<file path="src/core/tmwm_pkg.sv">
// constants and types shared by the timer waveform control block
package tmwm_pkg;

  // ------------------------------------------------------------------
  // register map and reset values
  // ------------------------------------------------------------------
  localparam int unsigned ADDR_W          = 8;
  localparam int unsigned DATA_W          = 8;
  localparam logic [7:0]  OFS_CTRL_A      = 8'hb0;
  localparam logic [7:0]  OFS_CTRL_B      = 8'hb1;
  localparam logic [7:0]  OFS_COUNT       = 8'hb2;
  localparam logic [7:0]  OFS_CMP_A       = 8'hb3;
  localparam logic [7:0]  OFS_CMP_B       = 8'hb4;
  localparam logic [7:0]  OFS_IRQ_MASK    = 8'hb6;
  localparam logic [7:0]  OFS_IRQ_STATUS  = 8'hb7;
  localparam logic [7:0]  RST_VALUE       = 8'h00;
  localparam logic [7:0]  CTRL_A_WMASK    = 8'hf3;

  // ------------------------------------------------------------------
  // field positions
  // ------------------------------------------------------------------
  localparam int unsigned CTRL_B_HIGH_POS = 3;
  localparam int unsigned FORCE_A_POS     = 7;
  localparam int unsigned FORCE_B_POS     = 6;
  localparam int unsigned EV_OVF          = 0;
  localparam int unsigned EV_MATCH_A      = 1;
  localparam int unsigned EV_MATCH_B      = 2;
  localparam int unsigned EV_W            = 3;

  // ------------------------------------------------------------------
  // counter landmarks and output action codes
  // ------------------------------------------------------------------
  localparam logic [7:0]  MAX_VALUE       = 8'hff;
  localparam logic [7:0]  BOTTOM_VALUE    = 8'h00;
  localparam logic [1:0]  ACT_OFF         = 2'b00;
  localparam logic [1:0]  ACT_TOGGLE      = 2'b01;
  localparam logic [1:0]  ACT_CLEAR       = 2'b10;
  localparam logic [1:0]  ACT_SET         = 2'b11;

  typedef enum logic [2:0] {
    TMWM_NORMAL    = 3'd0,
    TMWM_PHASE_FF  = 3'd1,
    TMWM_CTC       = 3'd2,
    TMWM_FAST_FF   = 3'd3,
    TMWM_RSVD4     = 3'd4,
    TMWM_PHASE_CMP = 3'd5,
    TMWM_RSVD6     = 3'd6,
    TMWM_FAST_CMP  = 3'd7
  } tmwm_mode_t;

  typedef enum logic {
    TMWM_UP   = 1'b0,
    TMWM_DOWN = 1'b1
  } tmwm_dir_t;

  typedef struct packed {
    logic [1:0] act_a;
    logic [1:0] act_b;
    logic [1:0] rsvd;
    logic [1:0] mode_low;
  } tmwm_ctrl_a_t;

  typedef struct packed {
    logic [ADDR_W-1:0] addr;
    logic [DATA_W-1:0] wdata;
    logic              wr;
    logic              rd;
  } tmwm_bus_req_t;

endpackage

</file>
<file path="src/core/tmwm_timer2_wave.sv">
// 8-bit timer with two compare channels and waveform mode control
//
// The strobed register port was decided locally.
module tmwm_timer2_wave (
  input  wire logic                   mclk,
  input  wire logic                   resetn,
  input  wire tmwm_pkg::tmwm_bus_req_t bus_req,
  output logic [tmwm_pkg::DATA_W-1:0] rdata,
  output logic                        wave_out_a,
  output logic                        wave_out_b,
  output logic                        wave_sel_a,
  output logic                        wave_sel_b,
  output logic                        irq
);

  // ------------------------------------------------------------------
  // helpers
  // ------------------------------------------------------------------
  // plain compare action used for matches and forced matches in non-PWM modes
  function automatic logic act_level(input logic [1:0] act,
                                     input logic       cur);
    logic v;
    v = cur;
    case (act)
      tmwm_pkg::ACT_TOGGLE: v = ~cur;
      tmwm_pkg::ACT_CLEAR:  v = 1'b0;
      tmwm_pkg::ACT_SET:    v = 1'b1;
      default:              v = cur;
    endcase
    return v;
  endfunction

  // one waveform step for a channel
  function automatic logic wave_step(input logic       cur,
                                     input logic [1:0] act,
                                     input logic       fast,
                                     input logic       phase,
                                     input logic       match,
                                     input logic       at_bot,
                                     input logic       at_top,
                                     input logic       up,
                                     input logic       cmp_top,
                                     input logic       toggle_ok,
                                     input logic       force_m);
    logic v;
    v = cur;
    if (!fast && !phase) begin
      if (match || force_m) begin
        v = act_level(act, cur);
      end
    end else if (act == tmwm_pkg::ACT_TOGGLE) begin
      if (toggle_ok && match) begin
        v = ~cur;
      end
    end else if (act[1]) begin
      if (fast) begin
        if (at_bot) begin
          v = ~act[0];
        end
        if (match && !cmp_top) begin
          v = act[0];
        end
      end else if (cmp_top) begin
        if (at_top) begin
          v = ~act[0];
        end
      end else if (match) begin
        v = up ? act[0] : ~act[0];
      end
    end
    return v;
  endfunction

  // ------------------------------------------------------------------
  // state
  // ------------------------------------------------------------------
  tmwm_pkg::tmwm_ctrl_a_t  ctrl_a;
  tmwm_pkg::tmwm_ctrl_a_t  next_ctrl_a;
  logic                    mode_high;
  logic                    next_mode_high;
  logic [7:0]              cnt;
  logic [7:0]              next_cnt;
  tmwm_pkg::tmwm_dir_t     dir;
  tmwm_pkg::tmwm_dir_t     next_dir;
  logic [7:0]              cmp_buf_a;
  logic [7:0]              next_cmp_buf_a;
  logic [7:0]              cmp_buf_b;
  logic [7:0]              next_cmp_buf_b;
  logic [7:0]              cmp_a;
  logic [7:0]              next_cmp_a;
  logic [7:0]              cmp_b;
  logic [7:0]              next_cmp_b;
  logic [tmwm_pkg::EV_W-1:0] status;
  logic [tmwm_pkg::EV_W-1:0] next_status;
  logic [tmwm_pkg::EV_W-1:0] mask;
  logic [tmwm_pkg::EV_W-1:0] next_mask;
  logic [7:0]              next_rdata;
  logic                    next_wave_a;
  logic                    next_wave_b;
  logic                    next_sel_a;
  logic                    next_sel_b;
  logic                    next_irq;

  // ------------------------------------------------------------------
  // mode decode
  // ------------------------------------------------------------------
  tmwm_pkg::tmwm_mode_t    mode;
  logic                    is_fast;
  logic                    is_phase;
  logic                    is_pwm;
  logic                    top_is_cmp;
  logic                    immediate;
  logic [7:0]              top;
  logic                    at_top;
  logic                    at_bottom;
  logic                    match_a;
  logic                    match_b;
  logic                    cmp_top_a;
  logic                    cmp_top_b;
  logic                    cnt_wr;
  logic                    ctrl_b_wr;
  logic [tmwm_pkg::EV_W-1:0] events;

  // mode code joins the high bit of control B with the low bits
  always_comb begin
    mode       = tmwm_pkg::tmwm_mode_t'({mode_high, ctrl_a.mode_low});
    is_fast    = (mode == tmwm_pkg::TMWM_FAST_FF) ||
                 (mode == tmwm_pkg::TMWM_FAST_CMP);
    is_phase   = (mode == tmwm_pkg::TMWM_PHASE_FF) ||
                 (mode == tmwm_pkg::TMWM_PHASE_CMP);
    is_pwm     = is_fast || is_phase;
    top_is_cmp = (mode == tmwm_pkg::TMWM_CTC) ||
                 (mode == tmwm_pkg::TMWM_PHASE_CMP) ||
                 (mode == tmwm_pkg::TMWM_FAST_CMP);
    immediate  = !is_pwm;
    top        = top_is_cmp ? cmp_a : tmwm_pkg::MAX_VALUE;
    at_top     = (cnt == top);
    at_bottom  = (cnt == tmwm_pkg::BOTTOM_VALUE);
    match_a    = (cnt == cmp_a);
    match_b    = (cnt == cmp_b);
    cmp_top_a  = (cmp_a == top) && ctrl_a.act_a[1];
    cmp_top_b  = (cmp_b == top) && ctrl_a.act_b[1];
    cnt_wr     = bus_req.wr && (bus_req.addr == tmwm_pkg::OFS_COUNT);
    ctrl_b_wr  = bus_req.wr && (bus_req.addr == tmwm_pkg::OFS_CTRL_B);
  end

  // ------------------------------------------------------------------
  // counter, direction and compare buffering
  // ------------------------------------------------------------------
  // reserved codes 4 and 6 fall back to a free running up count
  always_comb begin
    next_cnt = cnt + 8'h01;
    next_dir = dir;
    if (is_phase) begin
      if (dir == tmwm_pkg::TMWM_UP) begin
        if (cnt >= top) begin
          next_dir = tmwm_pkg::TMWM_DOWN;
          next_cnt = at_bottom ? cnt : cnt - 8'h01;
        end
      end else if (at_bottom) begin
        next_dir = tmwm_pkg::TMWM_UP;
      end else begin
        next_cnt = cnt - 8'h01;
      end
    end else if (is_fast || mode == tmwm_pkg::TMWM_CTC) begin
      if (at_top) begin
        next_cnt = tmwm_pkg::BOTTOM_VALUE;
      end
    end else begin
      next_dir = tmwm_pkg::TMWM_UP;
    end
    if (cnt_wr) begin
      next_cnt = bus_req.wdata;
    end
    next_cmp_buf_a = cmp_buf_a;
    next_cmp_buf_b = cmp_buf_b;
    if (bus_req.wr && bus_req.addr == tmwm_pkg::OFS_CMP_A) begin
      next_cmp_buf_a = bus_req.wdata;
    end
    if (bus_req.wr && bus_req.addr == tmwm_pkg::OFS_CMP_B) begin
      next_cmp_buf_b = bus_req.wdata;
    end
    // fast loads as the count wraps to bottom, phase loads at top
    next_cmp_a = cmp_a;
    next_cmp_b = cmp_b;
    if (immediate || at_top) begin
      next_cmp_a = next_cmp_buf_a;
      next_cmp_b = next_cmp_buf_b;
    end
  end

  always_ff @(posedge mclk or negedge resetn) begin
    if (!resetn) begin
      cnt       <= tmwm_pkg::RST_VALUE;
      dir       <= tmwm_pkg::TMWM_UP;
      cmp_buf_a <= tmwm_pkg::RST_VALUE;
      cmp_buf_b <= tmwm_pkg::RST_VALUE;
      cmp_a     <= tmwm_pkg::RST_VALUE;
      cmp_b     <= tmwm_pkg::RST_VALUE;
    end else begin
      cnt       <= next_cnt;
      dir       <= next_dir;
      cmp_buf_a <= next_cmp_buf_a;
      cmp_buf_b <= next_cmp_buf_b;
      cmp_a     <= next_cmp_a;
      cmp_b     <= next_cmp_b;
    end
  end

  // ------------------------------------------------------------------
  // waveform outputs and pin hand-over
  // ------------------------------------------------------------------
  // the pin driver also needs its direction bit set outside this block
  always_comb begin
    next_wave_a = wave_step(wave_out_a, ctrl_a.act_a, is_fast, is_phase,
                            match_a, at_bottom, at_top,
                            dir == tmwm_pkg::TMWM_UP, cmp_top_a,
                            mode_high,
                            ctrl_b_wr && bus_req.wdata[tmwm_pkg::FORCE_A_POS]);
    next_wave_b = wave_step(wave_out_b, ctrl_a.act_b, is_fast, is_phase,
                            match_b, at_bottom, at_top,
                            dir == tmwm_pkg::TMWM_UP, cmp_top_b,
                            1'b0,
                            ctrl_b_wr && bus_req.wdata[tmwm_pkg::FORCE_B_POS]);
    next_sel_a  = (ctrl_a.act_a != tmwm_pkg::ACT_OFF) &&
                  !(is_pwm && ctrl_a.act_a == tmwm_pkg::ACT_TOGGLE &&
                    !mode_high);
    next_sel_b  = (ctrl_a.act_b != tmwm_pkg::ACT_OFF);
  end

  always_ff @(posedge mclk or negedge resetn) begin
    if (!resetn) begin
      wave_out_a <= 1'b0;
      wave_out_b <= 1'b0;
      wave_sel_a <= 1'b0;
      wave_sel_b <= 1'b0;
    end else begin
      wave_out_a <= next_wave_a;
      wave_out_b <= next_wave_b;
      wave_sel_a <= next_sel_a;
      wave_sel_b <= next_sel_b;
    end
  end

  // ------------------------------------------------------------------
  // registers, events and interrupt
  // ------------------------------------------------------------------
  // a flag set in the cycle of its clear survives, so no event is lost
  always_comb begin
    events = '0;
    if (is_phase) begin
      events[tmwm_pkg::EV_OVF] = at_bottom &&
                                 dir == tmwm_pkg::TMWM_DOWN;
    end else if (mode == tmwm_pkg::TMWM_FAST_CMP) begin
      events[tmwm_pkg::EV_OVF] = at_top;
    end else begin
      events[tmwm_pkg::EV_OVF] = (cnt == tmwm_pkg::MAX_VALUE);
    end
    events[tmwm_pkg::EV_MATCH_A] = match_a;
    events[tmwm_pkg::EV_MATCH_B] = match_b;
    next_ctrl_a    = ctrl_a;
    next_mode_high = mode_high;
    next_mask      = mask;
    next_status    = status;
    if (bus_req.wr) begin
      case (bus_req.addr)
        tmwm_pkg::OFS_CTRL_A: begin
          next_ctrl_a = bus_req.wdata & tmwm_pkg::CTRL_A_WMASK;
        end
        tmwm_pkg::OFS_CTRL_B: begin
          next_mode_high = bus_req.wdata[tmwm_pkg::CTRL_B_HIGH_POS];
        end
        tmwm_pkg::OFS_IRQ_MASK: begin
          next_mask = bus_req.wdata[tmwm_pkg::EV_W-1:0];
        end
        tmwm_pkg::OFS_IRQ_STATUS: begin
          next_status = status & ~bus_req.wdata[tmwm_pkg::EV_W-1:0];
        end
        default: begin
          next_mask = mask;
        end
      endcase
    end
    next_status = next_status | events;
    next_irq    = |(next_status & next_mask);
    next_rdata  = tmwm_pkg::RST_VALUE;
    if (bus_req.rd) begin
      case (bus_req.addr)
        tmwm_pkg::OFS_CTRL_A:     next_rdata = ctrl_a;
        tmwm_pkg::OFS_CTRL_B:     next_rdata = {4'h0, mode_high, 3'h0};
        tmwm_pkg::OFS_COUNT:      next_rdata = cnt;
        tmwm_pkg::OFS_CMP_A:      next_rdata = cmp_buf_a;
        tmwm_pkg::OFS_CMP_B:      next_rdata = cmp_buf_b;
        tmwm_pkg::OFS_IRQ_MASK:   next_rdata = {5'h00, mask};
        tmwm_pkg::OFS_IRQ_STATUS: next_rdata = {5'h00, status};
        default:                  next_rdata = tmwm_pkg::RST_VALUE;
      endcase
    end
  end

  always_ff @(posedge mclk or negedge resetn) begin
    if (!resetn) begin
      ctrl_a    <= tmwm_pkg::RST_VALUE;
      mode_high <= 1'b0;
      mask      <= '0;
      status    <= '0;
      irq       <= 1'b0;
      rdata     <= tmwm_pkg::RST_VALUE;
    end else begin
      ctrl_a    <= next_ctrl_a;
      mode_high <= next_mode_high;
      mask      <= next_mask;
      status    <= next_status;
      irq       <= next_irq;
      rdata     <= next_rdata;
    end
  end
endmodule // tmwm_timer2_wave

</file>
<file path="config.mk">
export PLATFORM = sky130hd
export DESIGN_NAME = tmwm_timer2_wave
export DESIGN_NICKNAME = d
export VERILOG_FILES = /design/src/core/tmwm_pkg.sv /design/src/core/tmwm_timer2_wave.sv
export SDC_FILE = /design/constraint.sdc
export NUM_CORES = 1
export LEC_CHECK = 0
export BUFFER_PORTS_ARGS = -buffer_cell sky130_fd_sc_hd__buf_2
export CAP_MARGIN = 20
export CORE_UTILIZATION = 40
export CTS_BUF_LIST = sky130_fd_sc_hd__clkbuf_4
export DETAILED_ROUTE_END_ITERATION = 8
export PLACE_DENSITY = 0.55
export SLEW_MARGIN = 10
export SYNTH_ARGS = -nofsm -noshare
export SYNTH_HDL_FRONTEND = slang
export SYNTH_SLANG_ARGS = --single-unit
</file>
<file path="constraint.sdc">
create_clock -name mclk -period 4.34 [get_ports mclk]
set_input_delay 0.217 -clock mclk [delete_from_list [all_inputs] [get_ports mclk]]
set_output_delay 0.217 -clock mclk [all_outputs]
set_load 0.1 [all_outputs]
</file>
==> results of run 1 <==
-- cell type report --
class	count	share of cell area (%)
Sequential cell	67	36.7
Timing Repair Buffer	35	4.05
Clock buffer	9	1.48
Clock inverter	7	1.48
Inverter	14	1.15
Multi-Input combinational cell	308	51.5
Tap cell	133	3.64
-- final timing paths --
path,slack [ns],from,depth (start not counted),end
max,0.55,ctrl_a[0],11,cnt[5]
min reg2reg,0.54,status[2],1,status[2]
max in group asynchronous,3.28,resetn,3,cmp_a[5]
min,0.12,bus_req[2],2,ctrl_a[0]
max reg2reg,0.55,ctrl_a[0],11,cnt[5]
min in group asynchronous,0.49,resetn,3,rdata[3]
-- cell usage in the layout, fill, tap and decap left out, drive strengths merged, types with 3 or more instances in the layout --
cell     instances
dfrtp           67
mux2            44
nand2           34
buf             34
nor2            27
xor2            21
inv             18
o21ai           15
ha              14
a22oi           14
a21oi           12
a31oi           11
clkbuf           9
o211ai           8
mux2i            7
nand3            7
and2             6
a22o             6
nor4             6
and3             6
nor3             6
nand2b           5
or3              5
nor2b            4
a211oi           4
a2111oi          4
nand3b           3
nand4            3
nor3b            3
o31ai            3
-- worst max-delay path, delay by kind of cell (launching register included) --
kind / cells / cell delay (ns)
and+or+nand+nor: 6 / 1.87
AOI/OAI and AO/OA: 4 / 0.96
adders and majority gates: 1 / 0.30
DFF: 1 / 0.58
-- cells by family after synthesis --
kind of cell	count (synthesis)	share of synthesized area, %
AND/OR/NAND/NOR	122	15.9
AO/OA/AOI/OAI	97	17.5
multiplexers	52	14.1
flip-flops	67	40.2
buffers and inverters	35	3.33
XOR/XNOR	23	4.83
adder cells (fa/ha/maj)	14	4.20
-- power by group through the flow --
stage               Sequential (W)  Clock (W)  Combinational, W
detailed placement        0.000874          0          0.000501
CTS                       0.000863   0.000428          0.000501
finish                    0.000863   0.000416          0.000500
global route              0.000876   0.000457          0.000552
floorplan                 0.000822          0          0.000396
global placement          0.000875          0          0.000490
-- layer usage --
layer  vias up  part of all wire [%]
met5         -                     0
met4         0                   1.4
met2        95                    46
li1       1575                     -
met1      1675                    47
met3        16                   5.0
-- flip-flops by register name, indices dropped and copies added, names as in the netlist --
name and cells:
cmp_a 8, cmp_b 8, cmp_buf_a 8, cmp_buf_b 8, cnt 8, ctrl_a 6
dir 1, irq 1, mask 3, mode_high 1, rdata 8, status 3
wave_out_a 1, wave_out_b 1, wave_sel_a 1, wave_sel_b 1
-- timing repair --
action / CTS / global route
gates resized for setup: 0 / 0
setup endpoints to repair: 0 / 0
hold endpoints to repair: 41 / 0
hold buffers: 1 / 0
-- through the flow --
step	setup slack [ns]	cell area, um^2	power, W	hold slack (ns)
after detailed placement	0.644	4430	0.00137	0.470
after global routing	0.363	4570	0.00188	0.0945
after global placement	0.766	4430	0.00136	0.465
after CTS	0.613	4570	0.00179	0.0830
final	0.554	4570	0.00178	0.117
after floorplan	1.02	4170	0.00122	-0.0786
==> summary.txt, run 1 <==
Pwr
  • Comb power frac: 28.1%
  • Net Sw Frac: 41.5%
  • Clock power frac: 23.4%
  • Int Power: 0.00104 W
  • Cell Pwr Density: 389 nW/um^2
  • Sequential share of power: 48.5%
  • Leakage: 2.17 nW
  • VDD IR max: 0.147 mV
  • Psw: 0.000739 W

Drt
  • Drc violations: 0
  • Drt pass-1 iters: 7
  • Avg Vias per Cell: 5.87
  • Total Wirelength: 11900 um
  • Routed wire per std cell: 20.8 um
  • Initial drt markers: 231
  • Vias: 3361
  • Final antenna-violating net count: 0

Global route
  • Vias in the first global route: 3388
  • Met2 Usage GRT: 36.4%
  • Initial antenna violation count: 0
  • First-pass GRT wire length: 19400 um
  • Grt met3 use: 4.64%
  • Total global-route track usage: 23.4%
  • Met1 Use GR: 32.8%
  • GRT Max-Usage Layer: met2
  • Largest net degree at the start of global routing: 68
  • Gr ovfl total: 0

Synthesis
  • Number of synthesized register bits: 67
  • Ys async rst share: 100%
  • Cells after Synth: 410
  • Number of synthesized flops with an enable pin: 0
  • Synth Area per Inst: 10.2 um^2
  • Count leader, synth: dfrtp_1
  • Yosys warnings: 0
  • Ys flop type: dfrtp_1
  • Syn Nets: 444
  • Largest area contributor in the netlist: dfrtp_1
  • Synth top area share: 40.2%
  • Top cells by count, synth: dfrtp_1, nand2_1, mux2_2
  • Synth cell types: 69
  • Mapped Area: 4170 um^2
  • Post-synthesis sequential area ratio: 40.2%
  • Ranking of synthesized cells by area: dfrtp_1, mux2_2, xor2_1, ha_1, mux2_1

Die
  • Die area: 10800 um^2
  • I/O pin count: 33
  • Initial Utilization: 41.9%
  • FP Rows: 36
  • DIE WIDTH: 104 um
  • DIE HEIGHT: 104 um
  • CORE AREA: 9950 um^2

Cells and area
  • NumNets Final: 469
  • Finished Core Util: 45.9%
  • Filler cells: 979
  • Layout cells sized above 1: 22.0%
  • Area of the multi-input gates: 2360 um^2
  • Synth-to-layout area growth: 9.60%
  • Final non-filler cell total: 573
  • Reg area: 1680 um^2
  • Antenna Cells: 0

STA
  • Fmax: 0.264 GHz
  • Fin. max-slew vios: 0
  • Period utilisation layout: 87.2%
  • Worst Max-Slew Pin Slew: 0.958 ns
  • Tmin final: 3.79 ns
  • Final clock skew: 0.0177 ns
  • Relative slew slack: 35.7%
  • Setup TNS: 0 ns
  • Setup-failing EPs final: 0
  • RSZ-0062 raised after global routing: no
  • Final hold vios: 0

Placement
  • DP HPWL: 8660 um
  • GPL Wtd Cong: 0.876
  • I/O Buffers: 32
  • DP Cell Count: 556

Critical path
  • Worst Path Arrival: 4.16 ns
  • Critical-path top delay cell: or3b_1
  • Startpoint Class: flip-flop
  • Crit-path max FO: 15
  • Critical Path Sink Type: flip-flop
  • Slowest stage delay, CP: 0.61 ns
  • WS Path Type: flip-flop to flip-flop
  • Worst EP required: 4.71 ns
  • Crit path cell chain: or3b_1 -> and2_1 -> or2_1 -> ha_1 -> and3_1 -> o21ai_1 -> a31oi_2 -> o31ai_1 -> nor3b_2 -> nor2_1 -> a32o_1

Clock tree
  • Post-CTS repair timing setup buffer count: 0
  • Cts bufs inserted: 9
  • CTS tree: yes
  • Clock transition at path regs: 0.14 ns
  • Root buffer cell: clkbuf_4
  • Clock sinks: 67
  • H-tree Lvls: 3
  • Clock Latency Late Sink: 0.44 ns
  • Max clock buf depth: 2

Min path
  • Tightest Hold Check Type: primary input to flip-flop

Status
  • Status: finished clean

Flow run
  • Number of max-cap violations: 0
Note: power is estimated with default switching activity, not from simulation.
==> run 2: changes to the inputs <==
--- a/config.mk
+++ b/config.mk
@@ -7,10 +7,13 @@
 export LEC_CHECK = 0
 export BUFFER_PORTS_ARGS = -buffer_cell sky130_fd_sc_hd__buf_2
 export CAP_MARGIN = 20
+export CELL_PAD_IN_SITES_DETAIL_PLACEMENT = 0
+export CELL_PAD_IN_SITES_GLOBAL_PLACEMENT = 2
 export CORE_UTILIZATION = 40
 export CTS_BUF_LIST = sky130_fd_sc_hd__clkbuf_4
 export DETAILED_ROUTE_END_ITERATION = 8
-export PLACE_DENSITY = 0.55
+export PLACE_DENSITY = 0.79
+export SKIP_CTS_REPAIR_TIMING = 1
 export SLEW_MARGIN = 10
 export SYNTH_ARGS = -nofsm -noshare
 export SYNTH_HDL_FRONTEND = slang
==> run 2 against run 1 <==
Compared with the run above:
- sequential share of layout area barely moved
- final cell count increased by 0.35%
- core utilization hardly changed
- sequential cell count is the same
- register-to-register slack gained 0.15 ns
- hold slack got worse by 0.046 ns
- cell area barely moved
- power shrank 3.2%
- non-clock buffer count increased by 2
- largest cell class unchanged
- maximum frequency up 4.1%
- global-route usage down 0.48 points
==> summary.txt, run 2 (synthesis results as in run 1) <==
Critical path
  • RR Startpoint: mode_high
  • Startpoint Class: flip-flop
  • FF-to-FF setup slack: 0.70 ns (+0.15 ns)
  • Slowest stage delay, CP: 0.55 ns (-0.06 ns)
  • Critical-path top delay cell: or3b_1
  • Worst Path Arrival: 4.00 ns (-0.16 ns)
  • Worst EP required: 4.71 ns (about the same)
  • Critical Path Sink Type: flip-flop
  • Crit-path max FO: 12 (-3)
  • Crit path cell chain: or3b_1 -> and2_1 -> or2_1 -> ha_1 -> and3_1 -> o21ai_1 -> a31oi_2 -> o31ai_1 -> nor3b_2 -> nor2_1 -> a32o_1
  • Critical Path Source: mode_high
  • WS Path Type: flip-flop to flip-flop

Clock tree
  • CTS tree: yes
  • Cts bufs inserted: 9 (unchanged)
  • Clock sinks: 67 (unchanged)
  • Root buffer cell: clkbuf_4
  • Clock transition at path regs: 0.12 ns (-0.02 ns)
  • Clock Latency Late Sink: 0.44 ns (about the same)
  • H-tree Lvls: 3 (unchanged)
  • Max clock buf depth: 2 (unchanged)

Pwr
  • Comb power frac: 28.7% (+0.6 points)
  • Leakage: 2.17 nW (+0.12%)
  • Psw: 0.000695 W (-5.9%)
  • Net Sw Frac: 40.4% (-1.2 points)
  • Cell Pwr Density: 377 nW/um^2 (-3.2%)
  • VDD IR max: 0.168 mV (+14%)
  • Clock power frac: 21.7% (-1.7 points)
  • Sequential share of power: 49.6% (+1.1 points)
  • Int Power: 0.00103 W (-1.3%)

STA
  • Period utilisation layout: 83.8% (-3.4 points)
  • Setup-failing EPs final: 0 (unchanged)
  • Final clock skew: 0.0262 ns (+0.00857 ns)
  • Fmax: 0.275 GHz (+4.1%)
  • Relative slew slack: 40.0% (+4.3 points)
  • Setup TNS: 0 ns (unchanged)
  • Final hold vios: 0 (unchanged)
  • RSZ-0062 raised after global routing: no
  • Worst Max-Slew Pin Slew: 0.893 ns (-0.0645 ns)
  • Tmin final: 3.64 ns (-0.149 ns)
  • Fin. max-slew vios: 0 (unchanged)
  • Fin worst setup slack: 0.703 ns (+0.149 ns)

Drt
  • Vias: 3297 (-1.9%)
  • Final antenna-violating net count: 0 (unchanged)
  • Drc violations: 0 (unchanged)
  • Avg Vias per Cell: 5.73 (-2.2%)
  • Routed wire per std cell: 20.1 um (-3.6%)
  • Total Wirelength: 11600 um (-3.2%)
  • Drt pass-1 iters: 4 (-3)
  • Initial drt markers: 221 (-4.3%)

Cells and area
  • Layout cells sized above 1: 22.2% (+0.13 points)
  • NumNets Final: 471 (+0.43%)
  • Synth-to-layout area growth: 9.57% (about the same)
  • Antenna Cells: 0 (unchanged)
  • Post-route cell area: 4570 um^2 (about the same)
  • Most frequent cells in the layout: dfrtp_1, nand2_1, buf_2
  • Most common cell after layout, fill and taps aside: dfrtp_1

Die
  • Die area: 10800 um^2 (unchanged)
  • CORE AREA: 9950 um^2 (unchanged)
  • FP Rows: 36 (unchanged)
  • DIE WIDTH: 104 um (unchanged)
  • DIE HEIGHT: 104 um (unchanged)
  • Initial Utilization: 41.9% (unchanged)
  • I/O pin count: 33 (unchanged)

Min path
  • Worst hold start: bus_req[3]
  • Tightest Hold Check Type: primary input to flip-flop

Placement
  • DP HPWL: 8600 um (-0.62%)
  • GPL Wtd Cong: 0.852 (-2.7%)
  • I/O Buffers: 32 (unchanged)
  • Pre-CTS setup slack: 0.760 ns (+0.116 ns)
  • Dpl cell area: 4440 um^2 (+0.34%)

Status
  • Status: finished clean

Global route
  • Largest net degree at the start of global routing: 44 (-35%)
  • Vias in the first global route: 3326 (-1.8%)
  • First-pass GRT wire length: 19000 um (-1.9%)
  • Gr ovfl total: 0 (unchanged)
  • Total global-route track usage: 22.9% (-0.48 points)
  • Initial antenna violation count: 0 (unchanged)

Flow run
  • Number of max-cap violations: 0 (unchanged)
-- run 2: changes by cell type in the layout (fill, tap and decap cells not counted), sizes merged --
cell,change
clkinv,+2
inv,-2
buf,+2
-- run 2: stage by stage --
stage / instances / util (%) / power, W / hold WS, ns
after detailed placement: 558 / 44.6 / 0.00136 / 0.263
final: 575 / 45.9 / 0.00172 / 0.0710
after global routing: 575 / 45.9 / 0.00183 / 0.0604
after floorplan: 410 / - / 0.00122 / -0.0786
after CTS: 574 / 45.8 / 0.00174 / -0.232
after global placement: 558 / 44.6 / 0.00136 / 0.268
-- run 2: metal layers --
layer	global-route usage, %	up-vias	share of wire, %
met3	3.57	17	2.5
met4	8.57	0	1.5
met1	31.3	1640	48
met5	0	-	0
li1	-	1582	-
met2	36.6	58	48
-- run 2: critical path: cells and delay by family (launching register included) --
family          cells  cell delay [ns]
flops               1             0.49
simple gates        6             1.83
compound gates      4             0.94
fa+ha+maj           1             0.30
-- run 2: cell type report --
type | instances | area (um^2)
flip-flops and latches | 67 | 1680
fillers | 972 | 5380
clock buffers | 9 | 67.6
well taps | 133 | 166
inverters | 14 | 52.6
multi-input cells | 308 | 2360
clock inverters | 7 | 51.3
repair buffers | 37 | 200
-- run 2: power by group through the flow --
| stage | Clock, W | Combinational (W) | Sequential (W) |
|---|---|---|---|
| global placement | 0 | 0.000491 | 0.000869 |
| floorplan | 0 | 0.000396 | 0.000822 |
| global route | 0.000410 | 0.000552 | 0.000869 |
| finish | 0.000374 | 0.000495 | 0.000854 |
| CTS | 0.000387 | 0.000498 | 0.000855 |
| detailed placement | 0 | 0.000495 | 0.000867 |
-- run 2: worst paths after layout --
check	end	cells after the start
min in group asynchronous	rdata[6]	2
max reg2reg	cnt[5]	11
min	ctrl_a[1]	2
max	cnt[5]	11
max in group asynchronous	status[2]	3
min reg2reg	status[1]	2
